### src/hbpwm_pkg.sv
package hbpwm_pkg;

  // Widths and counts
  localparam int unsigned HBPWM_CNT_W = 16;
  localparam int unsigned HBPWM_PRE_W = 8;
  localparam int unsigned HBPWM_NUM_TIMERS = 3;
  localparam int unsigned HBPWM_NUM_CMP = 8;

  // Register byte addresses
  localparam logic [31:0] HBPWM_OFS_CONTROL = 32'hffff0f80;
  localparam logic [31:0] HBPWM_OFS_CMP [HBPWM_NUM_CMP] = '{
    32'hffff0f84, 32'hffff0f88, 32'hffff0f8c,
    32'hffff0f94, 32'hffff0f98, 32'hffff0f9c,
    32'hffff0fa4, 32'hffff0fa8};
  localparam logic [31:0] HBPWM_OFS_PERIOD [HBPWM_NUM_TIMERS] = '{
    32'hffff0f90, 32'hffff0fa0, 32'hffff0fac};
  localparam logic [31:0] HBPWM_OFS_STATUS = 32'hffff0fb4;
  localparam logic [31:0] HBPWM_OFS_INT_CLEAR = 32'hffff0fb8;

  // Control field positions
  localparam int unsigned HBPWM_BIT_SYNC_EN = 14;
  localparam int unsigned HBPWM_BIT_INV_P1_LOW = 12;
  localparam int unsigned HBPWM_BIT_INV_P0_LOW = 11;
  localparam int unsigned HBPWM_BIT_TRIP_EN = 10;
  localparam int unsigned HBPWM_BIT_BRIDGE_ENA = 9;
  localparam int unsigned HBPWM_BIT_PRESC_LSB = 6;
  localparam int unsigned HBPWM_BIT_GLOBAL_INV = 5;
  localparam int unsigned HBPWM_BIT_HIGH_OFF = 4;
  localparam int unsigned HBPWM_BIT_CMP_LOAD = 3;
  localparam int unsigned HBPWM_BIT_DIR = 2;
  localparam int unsigned HBPWM_BIT_BRIDGE_MODE = 1;
  localparam int unsigned HBPWM_BIT_OUT_EN = 0;

  // Values after reset and write masks
  localparam logic [15:0] HBPWM_CONTROL_RESET = 16'h0012;
  localparam logic [15:0] HBPWM_CONTROL_WMASK = 16'h5fff;
  localparam logic [15:0] HBPWM_CMP_RESET = 16'h0000;
  localparam logic [15:0] HBPWM_PERIOD_RESET = 16'hffff;

  // Register bus request
  typedef struct packed {
    logic wr;
    logic rd;
    logic [31:0] addr;
    logic [31:0] wdata;
  } hbpwm_bus_req_type;

  // Whole state of the unit
  typedef struct packed {
    logic [15:0] ctrl;
    logic [HBPWM_NUM_TIMERS-1:0][15:0] period;
    logic [HBPWM_NUM_CMP-1:0][15:0] cmp_prog;
    logic [HBPWM_NUM_CMP-1:0][15:0] cmp_act;
    logic [HBPWM_NUM_TIMERS-1:0][HBPWM_CNT_W-1:0] cnt;
    logic [HBPWM_PRE_W-1:0] pre;
    logic [2:0] sync_ff;
    logic [1:0] trip_ff;
    logic [HBPWM_NUM_TIMERS-1:0] hs;
    logic [1:0] ls;
    logic pend;
    logic [4:0] outs;
    logic [31:0] rdata;
  } hbpwm_state_type;

endpackage

### src/hbpwm_unit.sv
// Local design decision: strobed register access.
`timescale 1ns/1ps
// Notes on behaviour
// [RULE_01] Five PWM outputs, usable for an H-bridge or as plain PWM.
// [RULE_02] After reset the unit sits in H-bridge mode with motor held off.
// [RULE_03] Standard mode: two pairs and the single output, own period each, own duty per output.
// [RULE_04] Compare registers set the counts where outputs change state.
// [RULE_05] Timer clock is system clock divided by 2 up to 256.
// [RULE_06] Each pair runs a 16-bit counter wrapping at its period register.
// [RULE_07] High side rises at first compare, falls at second compare.
// [RULE_08] Low side rises at period, falls at third compare or high fall.
// [RULE_09] Fifth output uses its own two compare registers.
// [RULE_10] Control register is 16-bit read/write, resets to 0x0012.
// [RULE_11] Sync enable: falling sync pin resets all counters next edge; here they clear on the third clock edge after the fall.
// [RULE_12] Software writes zero to reserved control bit 13.
// [RULE_13] Bit 12 inverts the second pair low side.
// [RULE_14] Bit 11 inverts the first pair low side.
// [RULE_15] Trip enable with trip pin low clears enable, raises interrupt.
// [RULE_16] Bit 9 gates outputs only in H-bridge mode with high-off clear.
// [RULE_17] A separate register exists only to clear the pending interrupt.
// [RULE_18] Bits 8 to 6 pick divider, 000 is /2 up to 111 /256.
// [RULE_19] Bit 4 forces high sides high and low sides low.
// [RULE_20] Bit 3 loads active compares at next timer step 0 to 1.
// [RULE_21] Any write to the clear register clears the trip interrupt; here not while trip is enabled and the trip pin is low.
// [RULE_22] Bit 1 selects H-bridge mode, bit 0 enables all outputs.
// [RULE_23] H-bridge: direction and inversion pick driven pair, other held fixed.
module hbpwm_unit
  import hbpwm_pkg::*;
(
  // Clock and reset
  input wire logic mclk,
  input wire logic nrst,
  // Register port
  input wire hbpwm_bus_req_type bus_req,
  output logic [31:0] bus_rdata,
  // Pins from outside
  input wire logic sync_pin,
  input wire logic trip_input_pin,
  // PWM outputs
  output logic pair0_high_out,
  output logic pair0_low_out,
  output logic pair1_high_out,
  output logic pair1_low_out,
  output logic single_out,
  // Trip interrupt
  output logic trip_irq
);

  hbpwm_state_type s_reg;
  hbpwm_state_type s_next;
  logic [HBPWM_PRE_W-1:0] pre_mask;
  logic tick;
  logic sync_fire;
  logic trip_hit;
  logic clr_hit;
  logic [3:0] widx;
  logic [3:0] ridx;
  logic [1:0] pwidx;
  logic [1:0] pridx;
  logic [HBPWM_NUM_TIMERS-1:0] load_go;
  logic [15:0] ctl;
  logic hs_fall;
  logic [4:0] outs_next;

  // Compare register index from address, 4'hf when none
  function automatic logic [3:0] cmp_index(input logic [31:0] a);
    logic [3:0] r;
    r = 4'hf;
    for (int i = 0; i < HBPWM_NUM_CMP; i++)
    begin
      if (a == HBPWM_OFS_CMP[i])
      begin
        r = i[3:0];
      end
    end
    return r;
  endfunction

  // Period register index from address, 2'h3 when none
  function automatic logic [1:0] period_index(input logic [31:0] a);
    logic [1:0] r;
    r = 2'h3;
    for (int i = 0; i < HBPWM_NUM_TIMERS; i++)
    begin
      if (a == HBPWM_OFS_PERIOD[i])
      begin
        r = i[1:0];
      end
    end
    return r;
  endfunction

  // Timer that owns a compare register
  function automatic int cmp_timer(input int i);
    return (i < 3) ? 0 : ((i < 6) ? 1 : 2);
  endfunction

  // Address decode shared by write and read paths
  assign widx = cmp_index(bus_req.addr);
  assign ridx = widx;
  assign pwidx = period_index(bus_req.addr);
  assign pridx = pwidx;

  // Prescaler tick: low sel+1 bits all ones gives divide by 2^(sel+1)
  assign pre_mask = HBPWM_PRE_W'((9'h002 << s_reg.ctrl[HBPWM_BIT_PRESC_LSB +: 3]) - 9'h001); // RULE_18
  assign tick = (s_reg.pre & pre_mask) == pre_mask; // RULE_05

  // Falling edge seen between the second and third sync stages
  assign sync_fire = s_reg.ctrl[HBPWM_BIT_SYNC_EN] & s_reg.sync_ff[2] & ~s_reg.sync_ff[1]; // RULE_11

  // Trip pin low after synchronising, while trip is enabled
  assign trip_hit = s_reg.ctrl[HBPWM_BIT_TRIP_EN] & ~s_reg.trip_ff[1]; // RULE_15
  assign clr_hit = bus_req.wr & (bus_req.addr == HBPWM_OFS_INT_CLEAR); // RULE_17

  // Next state
  always_comb
  begin
    s_next = s_reg;
    load_go = '0;
    hs_fall = 1'b0;
    ctl = s_reg.ctrl;
    outs_next = '0;

    // Free running prescale counter
    s_next.pre = s_reg.pre + 8'h01;

    // Pin synchronisers; first stage feeds only the second
    s_next.sync_ff = {s_reg.sync_ff[1:0], sync_pin};
    s_next.trip_ff = {s_reg.trip_ff[0], trip_input_pin};

    // Timers wrap after reaching their period
    for (int t = 0; t < HBPWM_NUM_TIMERS; t++)
    begin
      if (sync_fire)
      begin
        s_next.cnt[t] = '0; // RULE_11
      end
      else if (tick)
      begin
        if (s_reg.cnt[t] >= s_reg.period[t])
        begin
          s_next.cnt[t] = '0; // RULE_06
        end
        else
        begin
          s_next.cnt[t] = s_reg.cnt[t] + 16'h0001; // RULE_06
          load_go[t] = (s_reg.cnt[t] == 16'h0000) & s_reg.ctrl[HBPWM_BIT_CMP_LOAD]; // RULE_20
        end
      end
    end

    // Active compares follow programmed ones only on the 0 to 1 step
    for (int i = 0; i < HBPWM_NUM_CMP; i++)
    begin
      if (load_go[cmp_timer(i)])
      begin
        s_next.cmp_act[i] = s_reg.cmp_prog[i]; // RULE_20
      end
    end

    // High side waveforms; fall wins when both compares match
    for (int p = 0; p < HBPWM_NUM_TIMERS; p++)
    begin
      if (s_reg.cnt[p] == s_reg.cmp_act[3*p+1])
      begin
        s_next.hs[p] = 1'b0; // RULE_07 RULE_09
      end
      else if (s_reg.cnt[p] == s_reg.cmp_act[3*p])
      begin
        s_next.hs[p] = 1'b1; // RULE_07 RULE_09
      end
    end

    // Low side waveforms of the two pairs
    for (int p = 0; p < 2; p++)
    begin
      hs_fall = s_reg.hs[p] & ~s_next.hs[p];
      if (hs_fall || (s_reg.cnt[p] == s_reg.cmp_act[3*p+2]))
      begin
        s_next.ls[p] = 1'b0; // RULE_08
      end
      else if (s_reg.cnt[p] == s_reg.period[p])
      begin
        s_next.ls[p] = 1'b1; // RULE_08
      end
    end

    // Register writes; reserved bits 13 and 15 never stored
    if (bus_req.wr)
    begin
      if (bus_req.addr == HBPWM_OFS_CONTROL)
      begin
        s_next.ctrl = bus_req.wdata[15:0] & HBPWM_CONTROL_WMASK; // RULE_10 RULE_12
      end
      else if (widx != 4'hf)
      begin
        s_next.cmp_prog[widx[2:0]] = bus_req.wdata[15:0]; // RULE_04
      end
      else if (pwidx != 2'h3)
      begin
        s_next.period[pwidx] = bus_req.wdata[15:0]; // RULE_03
      end
    end

    // Trip beats a same-cycle control write and a same-cycle clear
    if (clr_hit)
    begin
      s_next.pend = 1'b0; // RULE_21
    end
    if (trip_hit)
    begin
      s_next.ctrl[HBPWM_BIT_OUT_EN] = 1'b0; // RULE_15
      s_next.pend = 1'b1; // RULE_15
    end

    // Output selection from the current waveforms
    if (ctl[HBPWM_BIT_HIGH_OFF])
    begin
      outs_next[3:0] = 4'b0101; // RULE_19 RULE_02
      outs_next[4] = ctl[HBPWM_BIT_OUT_EN] & s_reg.hs[2];
    end
    else if (ctl[HBPWM_BIT_BRIDGE_MODE])
    begin
      outs_next[4] = ctl[HBPWM_BIT_OUT_EN] & s_reg.hs[2];
      if (!ctl[HBPWM_BIT_BRIDGE_ENA] || !ctl[HBPWM_BIT_OUT_EN])
      begin
        outs_next[3:0] = 4'b1111; // RULE_16
      end
      else
      begin
        case ({ctl[HBPWM_BIT_GLOBAL_INV], ctl[HBPWM_BIT_DIR]}) // RULE_23
          2'b00: outs_next[3:0] = {s_reg.ls[0], s_reg.hs[0], 2'b00};
          2'b01: outs_next[3:0] = {2'b00, s_reg.ls[0], s_reg.hs[0]};
          2'b10: outs_next[3:0] = {2'b11, s_reg.ls[0], s_reg.hs[0]};
          default: outs_next[3:0] = {s_reg.ls[0], s_reg.hs[0], 2'b11};
        endcase
      end
    end
    else if (ctl[HBPWM_BIT_OUT_EN])
    begin
      // Standard mode: each pair and the single output run on their own
      outs_next = {s_reg.hs[2],
                   s_reg.ls[1] ^ ctl[HBPWM_BIT_INV_P1_LOW],
                   s_reg.hs[1],
                   s_reg.ls[0] ^ ctl[HBPWM_BIT_INV_P0_LOW],
                   s_reg.hs[0]} ^ {5{ctl[HBPWM_BIT_GLOBAL_INV]}}; // RULE_03 RULE_13 RULE_14
    end
    else
    begin
      outs_next = 5'h00; // RULE_22
    end
    s_next.outs = outs_next; // RULE_01

    // Read data stands only in the cycle after the strobe
    s_next.rdata = 32'h00000000;
    if (bus_req.rd)
    begin
      if (bus_req.addr == HBPWM_OFS_CONTROL)
      begin
        s_next.rdata = {16'h0000, s_reg.ctrl}; // RULE_10
      end
      else if (ridx != 4'hf)
      begin
        s_next.rdata = {16'h0000, s_reg.cmp_prog[ridx[2:0]]};
      end
      else if (pridx != 2'h3)
      begin
        s_next.rdata = {16'h0000, s_reg.period[pridx]};
      end
      else if (bus_req.addr == HBPWM_OFS_STATUS)
      begin
        s_next.rdata = {25'h0000000, s_reg.outs, ~s_reg.trip_ff[1], s_reg.pend};
      end
    end
  end

  // State register; reset values are constants only
  always_ff @(posedge mclk or negedge nrst)
  begin
    if (!nrst)
    begin
      s_reg <= '0;
      s_reg.ctrl <= HBPWM_CONTROL_RESET; // RULE_02 RULE_10
      s_reg.period <= {HBPWM_NUM_TIMERS{HBPWM_PERIOD_RESET}};
      s_reg.cmp_prog <= {HBPWM_NUM_CMP{HBPWM_CMP_RESET}};
      s_reg.cmp_act <= {HBPWM_NUM_CMP{HBPWM_CMP_RESET}};
      s_reg.sync_ff <= 3'b111;
      s_reg.trip_ff <= 2'b11;
      s_reg.outs <= 5'b00101; // RULE_02
    end
    else
    begin
      s_reg <= s_next;
    end
  end

  // Outputs straight from flip-flops
  assign bus_rdata = s_reg.rdata;
  assign pair0_high_out = s_reg.outs[0];
  assign pair0_low_out = s_reg.outs[1];
  assign pair1_high_out = s_reg.outs[2];
  assign pair1_low_out = s_reg.outs[3];
  assign single_out = s_reg.outs[4];
  assign trip_irq = s_reg.pend; // RULE_15

endmodule // hbpwm_unit

### config.mk
export PLATFORM = sky130hd
export DESIGN_NAME = hbpwm_unit
export DESIGN_NICKNAME = d
export VERILOG_FILES = /design/src/hbpwm_pkg.sv /design/src/hbpwm_unit.sv
export SDC_FILE = /design/constraint.sdc
export NUM_CORES = 1
export LEC_CHECK = 0
export BUFFER_PORTS_ARGS = -buffer_cell sky130_fd_sc_hd__buf_4
export CAP_MARGIN = 20
export CELL_PAD_IN_SITES_DETAIL_PLACEMENT = 1
export CELL_PAD_IN_SITES_GLOBAL_PLACEMENT = 1
export CORE_MARGIN = 3
export CORE_UTILIZATION = 54
export DETAILED_ROUTE_END_ITERATION = 8
export PLACE_DENSITY = 0.83
export SYNTH_ARGS = -nofsm -noshare
export SYNTH_HDL_FRONTEND = slang
export SYNTH_SLANG_ARGS = --single-unit
### constraint.sdc
create_clock -name mclk -period 7.3 [get_ports mclk]
set_input_delay 0 -clock mclk [delete_from_list [all_inputs] [get_ports mclk]]
set_output_delay 0 -clock mclk [all_outputs]
set_load 0.1 [all_outputs]
# Word level (Yosys, flattened, before mapping)
# Cells that the tools add are included.
# word_totals
romBits	0
word_cells	186
mem_count	0
latchBits	0
out_inout_bits	38
regBits	422
mem_bits_rw	0
# classes
n_reduce_logical	22
div_mod_pow	0
multipliers	0
n_bitwise	20
order_cmp	7
n_mux	68
shifts	1
eq_ne	29
n_addsub	5
# op_table
cell	n
32-bit equality test (second input constant)	14
16-bit two-way mux	17
177-bit two-way mux	1
176-bit two-way mux	1
16-bit equality test	10
128-bit bitwise mux	1
128-bit two-way mux	1
48-bit two-way mux	2
16-bit by 1-bit adder with 16-bit output (second input constant)	3
16-bit binary-select mux with 3-bit select	1
48-bit bitwise mux	1
16-bit demux with 3-bit select	1
16-bit >= comparator	3
16-bit zero test	3
4-bit two-way mux	9
16-bit binary-select mux with 2-bit select	1
16-bit demux with 2-bit select	1
1-bit two-way mux	23
5-bit two-way mux	3
2-bit nonzero test	7
4-bit one-hot mux with 3 select lines	1
1-bit AND	10
8-bit by 1-bit adder with 8-bit output (second input constant)	1
8-bit AND	1
other kinds (23)	36

# Depth between registers and ports, before layout
# Gate-level depths: netlist (run 1).
# logic_depth
ltp_word	18
ltp_mapped	13
depth_no_buf	9

# Least setup slack after synthesis (run 1)
# Ideal clock, no wire load.
# synth_timing
path_kind	register to register
from	register s_reg, in the netlist ctl[7]
to	register s_reg[164] (netlist bit)
setup_ns	0.125
path_slack_ns	4.510
path_stages_with_launch	12
period_less_slack_ns	2.790
arrival_ns	2.666
n_path_buf	3
path_cell_list	dfrtp_1 > buf_2 > or3_1 > ha_1 > inv_1 > a221oi_1 > a32o_2 > nor3b_2 > and4_1 > buf_2 > buf_2 > mux2_2
# synth_via
elab_chain_cells	6
# synth_lines
element	line	source
start: declaration	hbpwm_unit.sv:49	hbpwm_state_type s_reg;
start signal: assignment	hbpwm_unit.sv:293	s_reg <= s_next;
2-bit by 3-bit << shifter with 8-bit output *	hbpwm_unit.sv:105	assign pre_mask = HBPWM_PRE_W'((9'h002 << s_reg.ctrl[HBPWM_BIT_PRESC_LSB +: 3]) - 9'h001);
8-bit by 1-bit subtractor with 8-bit output *	hbpwm_unit.sv:105	
8-bit AND	hbpwm_unit.sv:106	assign tick = (s_reg.pre & pre_mask) == pre_mask;
8-bit equality test *	hbpwm_unit.sv:106	
1-bit two-way mux *	hbpwm_unit.sv:138	else if (tick)
1-bit two-way mux *	hbpwm_unit.sv:134	if (sync_fire)
# Every way passes the cells marked *; elsewhere a longest branch is shown, timed or not.
# A chain may end at the register's enable or synchronous reset.

# Worst setup path in the final report (run 1)
# layout_timing
from	register s_reg, in the netlist ctl[8]
to	register s_reg[59] (netlist bit)
# layout_via
elab_chain_cells	5
# layout_lines
element	line
2-bit by 3-bit << shifter with 8-bit output *	hbpwm_unit.sv:105
8-bit by 1-bit subtractor with 8-bit output *	hbpwm_unit.sv:105
8-bit AND	hbpwm_unit.sv:106
8-bit equality test *	hbpwm_unit.sv:106
2-bit nonzero test (no source line) *	--
# Marked as above.

==> impl_metrics.py, run 1 <==
metrics = {
    "run_status": {
        "status": "complete, no violations",
    },
    "worst_setup_path": {
        "crit_fanout": 40,
        "critPathBufInv": 1,
        "crit_path_end_kind": "flop",
        "cp_cell_sequence": "or3_1, ha_1, xnor2_1, o21ai_2, o21ba_2, buf_4, o21ai_0, a211oi_1",
        "crit_type": "flop to flop",
        "cpMaxStageDelayCell": "o21ba_2",
        "critPathRequiredTime_ns": 7.77,
        "cp_slowest_stage_delay_ns": 0.76,
        "worstSetupStartpointType": "flop",
        "worstPathArrival_ns": 4.12,
        "crit_family": "compound AO/OA/AOI/OAI gates",
    },
    "global_route": {
        "grt_max_degree": 183,
        "antenna_found_initial": 7,
        "grt_util_all_layers_pct": 33.4,
        "grt_remaining_overflow": 0,
        "grt_pass1_wl_mm": 103,
        "grt_pass1_vias": 16400,
    },
    "yosys": {
        "syn_area_um2": 20900,
        "ys_ff_latch": 406,
        "yosysTopAreaCell": "dfrtp_1",
        "synth-compound-area-share_pct": 9.02,
        "synth_xor_area_share_pct": 5.99,
        "synthArstFlopShare_pct": 100,
        "ys_types": 79,
        "muxShareOfSynthArea_pct": 17.3,
        "synthCells": 1767,
        "syn_area_per_cell_um2": 11.8,
        "yosysTopAreaCellShare_pct": 41.8,
        "synth_top_family_by_area": "multiplexers",
        "synth_edf_count": 0,
        "yosysWarningCount": 0,
        "synth_fa_ha_area_share_pct": 3.45,
        "synthFlopType": "dfrtp_1",
        "synth.top_cells.by_count": "dfrtp_1, mux2_2, xnor2_1, clkbuf_1, inv_1",
        "synth-seq-area-share_pct": 48.9,
        "synth.area.top_cells": "dfrtp_1, mux2_2, dfstp_2",
        "yosysMostFrequentCell": "dfrtp_1",
        "yosys.area_share.simple_pct": 9.91,
    },
    "routing": {
        "drc": 0,
        "wl_met3_mm": 5.99,
        "drt-initial-drc-count": 1231,
        "ant_nets": 0,
        "post_drt_wl_per_cell_um": 29.6,
        "met1_length_mm": 26.8,
        "vias_per_cell": 6.66,
        "vias": 15500,
        "wl_met2_mm": 32.1,
        "drt_wl_total_mm": 68.9,
        "top_layer": "met5",
        "dr.pass1.iters": 7,
    },
    "placement": {
        "place.gp.congestion": 0.913,
        "placed_cell_area_um2": 21400,
        "hpwlAfterDp_mm": 46.8,
        "portBuffers": 75,
    },
    "timing": {
        "rsz0062_at_grt": "false",
        "slew_violations": 0,
        "tns_ns": 0,
        "hold_violations": 0,
        "setup_viol": 0,
        "skew_ns": 0.0301,
        "max_freq_ghz": 0.275,
        "slew_headroom_pct": 24.1,
        "fin_crit_sh_pct": 49.9,
        "layout_min_cycle_time_ns": 3.64,
        "max_slew.worst_pin.slew_ns": 1.14,
    },
    "job": {
        "cap_violations": 0,
    },
    "layout": {
        "nets": 1907,
        "post-route-util_pct": 61.2,
        "fillers": 3790,
        "syn2layout_area_growth_pct": 11.1,
        "design_area_um2": 23200,
        "drive_gt1_share_pct": 31.2,
    },
    "clock_tree": {
        "worstSkewPairLatency_ns": 0.59,
        "numCtsBuffers": 44,
        "cts_tree": "built",
        "clock_path_buffers": 3,
        "clock_sinks": 406,
        "post_cts_resize_count": 0,
        "htree_levels": 2,
        "clkTransAtPathRegs_ns": 0.06,
        "cts_root_buf": "clkbuf_16",
    },
    "pwr": {
        "p_leak_nw": 10.5,
        "power_density_nw_per_um2": 202,
        "total_power_mw": 4.70,
        "ir_drop_mv": 0.146,
    },
    "floorplanning": {
        "die-area_um2": 41100,
        "die_h_um": 203,
        "ios": 108,
        "die_x_um": 203,
        "core_um2": 37900,
        "row_count": 71,
        "start_util_pct": 55.1,
    },
    "worst_hold_path": {
        "hold_class": "input pin to async pin",
    },
}
[per-stage QoR]
stage                     std cells  setup slack, ns  hold slack, ns
after floorplan                1782             4.51          -0.296
final                          2326             3.66          0.0929
after global placement         2216             3.32           0.111
after global routing           2326             3.46           0.118
after detailed placement       2217             3.16           0.110
after CTS                      2322             3.52          0.0802
[worst reg2reg max path, stage by stage, from the launching register on]
cell and delay (ns):
dfrtp_1 0.48, or3_1 0.41, ha_1 0.23, xnor2_1 0.14
o21ai_2 0.59, o21ba_2 0.77, buf_4 0.47, o21ai_0 0.17
a211oi_1 0.30
[power breakdown]
part           internal (mW)  switching [mW]
Sequential              2.25        0.000730
Combinational         0.0341           0.132
Clock                   1.33           0.947
Total                   3.62            1.08
[layer usage]
| layer | global-route usage [%] | up-vias |
|---|---|---|
| met5 | 0 | - |
| met4 | 16.8 | 10 |
| met3 | 8.39 | 237 |
| met2 | 53.3 | 727 |
| met1 | 42.6 | 8061 |
| li1 | - | 6466 |
[cell usage in the layout, fill, tap and decap left out, types with 7 or more instances in the layout]
cell,n
conb_1,16
dlygate4sd3_1,26
a22o_1,7
a22oi_1,9
or3_1,14
nor2_2,8
ha_1,56
or4_1,27
dfrtp_1,349
a31oi_1,8
and4_1,7
mux2_1,7
clkinv_2,11
nand4_1,69
a21oi_1,36
o22ai_1,57
nor4_1,30
and2_1,7
dfstp_2,57
buf_4,86
a211oi_1,29
a21o_1,14
nand3_1,35
nor2_1,23
nor3_1,12
inv_1,71
clkbuf_1,7
and3_1,12
xnor2_1,137
nand2_1,43
mux2_2,311
o31ai_1,17
clkbuf_8,11
clkbuf_16,46
o221ai_1,14
o21ai_0,29
[repair_timing]
| item | in CTS | in global routing |
|---|---|---|
| buffers inserted | 0 | 0 |
| setup endpoints to repair | 0 | 0 |
| hold endpoints to repair | 299 | 0 |
| hold buffers | 26 | 0 |
[path summary, 6_finish.rpt]
path,slack [ns],endpoint,start,cells past startpoint
max,3.66,s_reg[59]$_DFFE_PN0P_,ctl[8]$_DFFE_PN0P_,8
min in group mclk,0.11,s_next[44]$_DFF_PN1_,trip_input_pin,2
min reg2reg,0.36,s_next[47]$_DFF_PN1_,s_next[46]$_DFF_PN1_,0
min,0.09,s_reg[92]$_DFFE_PN0P_,nrst,2
max in group asynchronous,5.68,async pin,nrst,3
max reg2reg,3.66,s_reg[59]$_DFFE_PN0P_,ctl[8]$_DFFE_PN0P_,8
[cell type report]
| class | count | area, um2 | area share [%] |
|---|---|---|---|
| Clock inverter | 15 | 135 | 0.582 |
| Sequential cell | 406 | 10200 | 44.1 |
| Tap cell | 511 | 639 | 2.75 |
| Multi-Input combinational cell | 1141 | 9610 | 41.4 |
| Timing Repair Buffer | 117 | 1000 | 4.32 |
| Antenna cell | 1 | 2.50 | 0.0108 |
| Clock buffer | 64 | 1330 | 5.72 |
| Inverter | 71 | 267 | 1.15 |
[cell families (layout without fill, tap and decap cells)]
logic type      Yosys count  after routing
flops                   406            406
simple gates            333            333
mux                     321            321
compound gates          270            270
buf+inv                 235            267
xor+xnor                143            143
fa+ha+maj                58             58
other cells               1             17
Power figures use the tool's default switching activity.
==> run 2, diff against run 1 <==
CORE_UTILIZATION = 50   (was 54)
PLACE_DENSITY = 0.78   (was 0.83)
clock period = 3.8 ns   (was 7.3 ns; I/O delays follow)
==> run 2 against run 1 <==
Effect of this change:
- clock power increased by 100%
- largest power group unchanged
- highest routed layer is now met4
- flip-flop and latch count unchanged
- critical endpoint is now s_reg[84]$_DFFE_PN0P_
- total power increased by 99%
- die area increased by 7.8%
- final cell count increased by 3.4%
- non-clock buffer count increased by 54
- register-to-register slack got worse by 3.3 ns
- utilization decreased by 3.2 points
- critical path depth unchanged
- final area increased by 2.4%
==> impl_metrics.py, run 2 (synthesis gave the netlist of run 1 again) <==
metrics = {
    "floorplanning": {
        "die_h_um": 210,
        "core_um2": 41000,
        "die_x_um": 210,
        "ios": 108,
        "start_util_pct": 51.0,
        "die-area_um2": 44300,
        "row_count": 74,
    },
    "global_route": {
        "grt_pass1_wl_mm": 105,
        "grt_pass1_vias": 16500,
        "use_met1_pct": 43.1,
        "met3_usage_pct": 5.15,
        "grt_remaining_overflow": 0,
        "grt_max_degree": 100,
        "grt_util_all_layers_pct": 31.7,
        "antenna_found_initial": 2,
        "gr-usage-met2_pct": 50.5,
        "grt_most_used_layer": "met2",
    },
    "pwr": {
        "p_leak_nw": 10.8,
        "ir_drop_mv": 0.326,
        "power_density_nw_per_um2": 393,
    },
    "worst_hold_path": {
        "hold_class": "input pin to flop",
        "min_from": "trip_input_pin",
        "hold_depth": 2,
        "holdPathEnd": "s_next[44]$_DFF_PN1_",
    },
    "job": {
        "cap_violations": 0,
    },
    "timing": {
        "max_freq_ghz": 0.289,
        "slew_violations": 0,
        "layout_min_cycle_time_ns": 3.46,
        "slew_headroom_pct": 29.7,
        "tns_ns": 0,
        "fin_crit_sh_pct": 91.0,
        "setup_viol": 0,
        "max_slew.worst_pin.slew_ns": 1.06,
        "rsz0062_at_grt": "false",
        "hold_violations": 0,
        "skew_ns": 0.0276,
    },
    "layout": {
        "syn2layout_area_growth_pct": 13.7,
        "post-route-util_pct": 58.0,
        "drive_gt1_share_pct": 33.0,
        "fillers": 4119,
        "final_cell_mix": "dfrtp_1, mux2_2, xnor2_1, buf_4, inv_1",
        "nets": 1962,
        "ff_latch_area_um2": 10200,
        "final_common_cell": "dfrtp_1",
        "multi_input_comb_area_um2": 9610,
    },
    "clock_tree": {
        "postCtsSetupBuffers": 0,
        "numCtsBuffers": 45,
        "clkTransAtPathRegs_ns": 0.06,
        "post_cts_resize_count": 0,
        "cts_tree": "built",
        "htree_levels": 2,
        "clock_sinks": 406,
        "clock_path_buffers": 3,
        "worstSkewPairLatency_ns": 0.60,
        "cts_root_buf": "clkbuf_16",
    },
    "worst_setup_path": {
        "r2r_start": "ctl[8]$_DFFE_PN0P_",
        "reg2reg_depth": 8,
        "cpMaxStageDelayCell": "o21ba_2",
        "reg2reg_slack_ns": 0.34,
        "crit_type": "flop to flop",
        "crit_family": "compound AO/OA/AOI/OAI gates",
        "crit_fanout": 46,
        "cp_slowest_stage_delay_ns": 0.91,
        "critPathBufInv": 1,
        "worstPathArrival_ns": 3.95,
        "cp_cell_sequence": "or3_1, ha_1, xnor2_1, o21ai_2, o21ba_2, buf_4, nor4_1, o21ba_2",
        "critPathRequiredTime_ns": 4.30,
        "worstSetupStartpointType": "flop",
        "reg2reg_to": "s_reg[84]$_DFFE_PN0P_",
        "crit_path_end_kind": "flop",
        "critPathMostFrequentCell": "o21ba_2",
    },
    "routing": {
        "ant_nets": 0,
        "drc": 0,
        "drt_wl_total_mm": 69.9,
        "post_drt_wl_per_cell_um": 29.1,
        "dr.pass1.iters": 6,
        "vias": 15500,
        "vias_per_cell": 6.46,
        "drt-initial-drc-count": 1353,
    },
    "placement": {
        "place.gp.congestion": 0.923,
        "hpwlAfterDp_mm": 48.6,
        "portBuffers": 75,
    },
    "run_status": {
        "status": "complete, no violations",
    },
}
## run 2: cell types whose count changed in the layout (fill, tap and decap cells not counted), moves of 2 or more
cell and delta:
buf_4 +51, clkinv_2 -7, dlygate4sd3_1 +2, clkbuf_1 +5
buf_12 +3, bufinv_16 +3
## run 2: layout make-up
type / instances / area share [%]
Tap cell: 532 / 2.80
Multi-Input combinational cell: 1141 / 40.4
Antenna cell: 1 / 0.0105
Clock inverter: 14 / 1.06
Sequential cell: 406 / 43.0
Timing Repair Buffer: 171 / 5.99
Inverter: 71 / 1.12
Clock buffer: 68 / 5.56
## run 2: stage by stage
step                      power [mW]  worst slack [ns]  hold slack (ns)  cells  instance area (um2)
after floorplan                 4.54              1.01           -0.296   1782                21000
after global placement          4.71             0.504            0.111   2293                21900
after detailed placement        4.72             0.376            0.110   2293                21900
after CTS                       9.39             0.355           0.0317   2403                23800
after global routing            9.61             0.164           0.0548   2403                23800
final                           9.33             0.343           0.0607   2404                23800
## run 2: worst register-to-register path, stage by stage, from the launching register on
cell	delay, ns
dfrtp_1	0.46
or3_1	0.41
ha_1	0.24
xnor2_1	0.14
o21ai_2	0.53
o21ba_2	0.91
buf_4	0.37
nor4_1	0.09
o21ba_2	0.20
## run 2: layer usage
| metal | wire, um | part of all wire (%) | vias to the layer above |
|---|---|---|---|
| met5 | 0 | 0 | - |
| met1 | 29400 | 42 | 8143 |
| met2 | 32400 | 46 | 653 |
| met4 | 3330 | 4.8 | 0 |
| li1 | - | - | 6571 |
| met3 | 4780 | 6.8 | 170 |
## run 2: worst max path at each step
stage / startpoint / to / slack [ns] / cells past startpoint
2_1_floorplan: ctl[7]$_DFFE_PN0P_ / s_reg[164]$_DFFE_PN0P_ / 1.01 / 11
3_3_place_gp: ctl[8]$_DFFE_PN0P_ / s_reg[84]$_DFFE_PN0P_ / 0.50 / 8
3_5_place_dp: ctl[8]$_DFFE_PN0P_ / s_reg[84]$_DFFE_PN0P_ / 0.38 / 8
4_1_cts: ctl[8]$_DFFE_PN0P_ / s_reg[84]$_DFFE_PN0P_ / 0.35 / 8
5_1_grt: ctl[8]$_DFFE_PN0P_ / s_reg[98]$_DFFE_PN0P_ / 0.16 / 8
6_report: ctl[8]$_DFFE_PN0P_ / s_reg[84]$_DFFE_PN0P_ / 0.34 / 8
## run 2: report_power, final
group	total, mW	internal (mW)	switching [mW]
Combinational	0.335	0.0739	0.261
Sequential	4.33	4.33	0.00153
Clock	4.66	2.76	1.90
## run 2: what timing repair did
action / 4_1_cts / 5_1_grt
hold buffers: 28 / 0
endpoints found under the setup margin: 0 / 0
hold endpoints to repair: 295 / 0
==> run 3, diff against run 2 <==
ABC_CLOCK_PERIOD_IN_PS = 4100   (was not set)
CORE_UTILIZATION = 54   (was 50)
GPL_ROUTABILITY_DRIVEN = 1   (was not set)
PLACE_DENSITY = 0.83   (was 0.78)
clock period = 4.1 ns   (was 3.8 ns; I/O delays follow)
==> run 3 against run 2 <==
Effect of this change:
- first-iteration DRC count fell by 6.7%
- routed wire length rose by 1.4%
- clock skew fell by 0.012 ns
- combinational power fell by 9.0%
- flip-flop and latch count did not move
- sequential power fell by 7.2%
- sequential share of layout area rose by 0.76 points
- critical path type unchanged
- critical endpoint is now s_reg[170]$_DFFE_PN0P_
- largest power group is now sequential cells
==> impl_metrics.py, run 3 (synthesis gave the netlist of run 1 again) <==
metrics = {
    "worst_setup_path": {
        "cpMaxStageDelayCell": "buf_4",
        "crit_family": "simple AND/OR/NAND/NOR gates",
        "worstPathArrival_ns": 3.90,
        "reg2reg_to": "s_reg[170]$_DFFE_PN0P_",
        "reg2reg_depth": 10,
        "crit_type": "flop to flop",
        "cp.depth": 10,
        "critPathMostFrequentCell": "buf_4",
        "critPathRequiredTime_ns": 4.55,
        "crit_path_end_kind": "flop",
        "cp_slowest_stage_delay_ns": 0.53,
        "cp_cell_sequence": "or3_1, ha_1, o21ai_0, a31oi_1, o21ai_2, nor3b_2, buf_4, and4_2, buf_4, mux2_2",
        "r2r_start": "ctl[6]$_DFFE_PN0P_",
        "crit_fanout": 48,
        "worstSetupStartpointType": "flop",
        "reg2reg_slack_ns": 0.65,
        "critPathBufInv": 2,
    },
    "worst_hold_path": {
        "hold_class": "input pin to async pin",
    },
    "placement": {
        "place_inst": 2246,
        "place.gp.congestion": 0.966,
        "hpwlAfterDp_mm": 47.6,
        "portBuffers": 75,
    },
    "routing": {
        "dr.pass1.iters": 5,
        "vias_per_cell": 6.69,
        "post_drt_wl_per_cell_um": 30.1,
        "vias": 15700,
        "ant_nets": 0,
        "drt-initial-drc-count": 1263,
        "drc": 0,
        "drt_wl_total_mm": 70.9,
    },
    "timing": {
        "tns_ns": 0,
        "slew_violations": 0,
        "skew_ns": 0.0155,
        "rsz0062_at_grt": "false",
        "hold_violations": 0,
        "fin_crit_sh_pct": 84.1,
        "setup_viol": 0,
        "max_freq_ghz": 0.290,
        "max_slew.worst_pin.slew_ns": 1.05,
        "layout_min_cycle_time_ns": 3.45,
        "final.hold.worst_slack_ns": 0.0818,
        "slew_headroom_pct": 29.5,
    },
    "layout": {
        "syn2layout_area_growth_pct": 11.8,
        "drive_gt1_share_pct": 32.1,
        "ff_latch_area_um2": 10200,
        "fin_cells": 2352,
        "final_common_cell": "dfrtp_1",
        "multi_input_comb_area_um2": 9610,
        "fillers": 3764,
        "nets": 1933,
        "final_cell_mix": "dfrtp_1, mux2_2, xnor2_1",
    },
    "clock_tree": {
        "postCtsSetupBuffers": 0,
        "clkTransAtPathRegs_ns": 0.06,
        "post_cts_resize_count": 0,
        "htree_levels": 2,
        "clock_path_buffers": 3,
        "cts_root_buf": "clkbuf_16",
        "numCtsBuffers": 44,
        "clock_sinks": 406,
        "cts_tree": "built",
        "worstSkewPairLatency_ns": 0.58,
    },
    "floorplanning": {
        "start_util_pct": 55.1,
        "row_count": 71,
        "core_um2": 37900,
        "die_h_um": 203,
        "die-area_um2": 41100,
        "die_x_um": 203,
        "ios": 108,
    },
    "pwr": {
        "p_leak_nw": 10.6,
        "ir_drop_mv": 0.416,
        "power_density_nw_per_um2": 356,
    },
    "global_route": {
        "grt_pass1_vias": 16700,
        "grt_pass1_wl_mm": 107,
        "antenna_found_initial": 3,
        "grt_util_all_layers_pct": 34.5,
        "grt_max_degree": 112,
        "grt_remaining_overflow": 0,
    },
    "job": {
        "cap_violations": 0,
    },
    "run_status": {
        "status": "complete, no violations",
    },
}
==> run 3: changes by cell type in the layout (fill, tap and decap cells not counted), sizes merged <==
| cell | change |
|---|---|
| buf | -26 |
| bufinv | -4 |
| clkinv | +1 |
| clkinvlp | -1 |
| dlygate4sd3 | -2 |
| inv | +1 |
==> run 3: worst max path at each step <==
| stage | from | endpoint | slack [ns] |
|---|---|---|---|
| floorplan | ctl[7]$_DFFE_PN0P_ | s_reg[164]$_DFFE_PN0P_ | 1.31 |
| global placement | ctl[8]$_DFFE_PN0P_ | s_reg[183]$_DFFE_PN0P_ | 0.81 |
| detailed placement | ctl[8]$_DFFE_PN0P_ | s_reg[183]$_DFFE_PN0P_ | 0.75 |
| CTS | ctl[8]$_DFFE_PN0P_ | s_reg[170]$_DFFE_PN0P_ | 0.68 |
| global route | ctl[6]$_DFFE_PN0P_ | s_reg[170]$_DFFE_PN0P_ | 0.49 |
| finish | ctl[6]$_DFFE_PN0P_ | s_reg[170]$_DFFE_PN0P_ | 0.65 |
==> run 3: cell type report <==
class / instances / area share [%]
well taps: 511 / 2.74
multi-input cells: 1141 / 41.1
flip-flops and latches: 406 / 43.8
inverters: 71 / 1.14
clock inverters: 11 / 0.375
repair buffers: 143 / 5.07
clock buffers: 68 / 5.75
diodes: 1 / 0.0107
==> run 3: power breakdown <==
group          leakage (nW)  internal, mW  switching (mW)
Sequential             5.45          4.01         0.00134
Clock                 0.714          2.31            1.69
Combinational          4.46        0.0645           0.240
Total                  10.6          6.39            1.93
==> run 3: worst register-to-register path: stages, from the launching register on <==
cell and delay (ns):
dfrtp_1 0.47, or3_1 0.39, ha_1 0.28, o21ai_0 0.09
a31oi_1 0.20, o21ai_2 0.23, nor3b_2 0.21, buf_4 0.21
and4_2 0.25, buf_4 0.53, mux2_2 0.48
==> run 3: metal layers <==
layer / track usage [%] / share of wire, % / vias to the layer above
met4: 17.4 / 5.7 / 6
li1: - / - / 6513
met5: 0 / 0.065 / -
met3: 8.43 / 9.2 / 250
met2: 55.1 / 47 / 810
met1: 43.9 / 38 / 8154
==> run 3: stage by stage <==
stage / power, mW / utilization (%) / worst slack [ns] / instance area (um2)
final: 8.32 / 61.6 / 0.651 / 23400
after global routing: 8.54 / 61.6 / 0.490 / 23400
after CTS: 8.34 / 61.6 / 0.681 / 23400
after detailed placement: 4.37 / 57.1 / 0.745 / 21700
after global placement: 4.36 / 57.1 / 0.807 / 21700
after floorplan: 4.20 / - / 1.31 / 21000
==> run 3: what timing repair did <==
item | 4_1_cts | 5_1_grt
endpoints found under the hold margin | 306 | 0
endpoints found under the setup margin | 0 | 0
hold buffers | 26 | 0
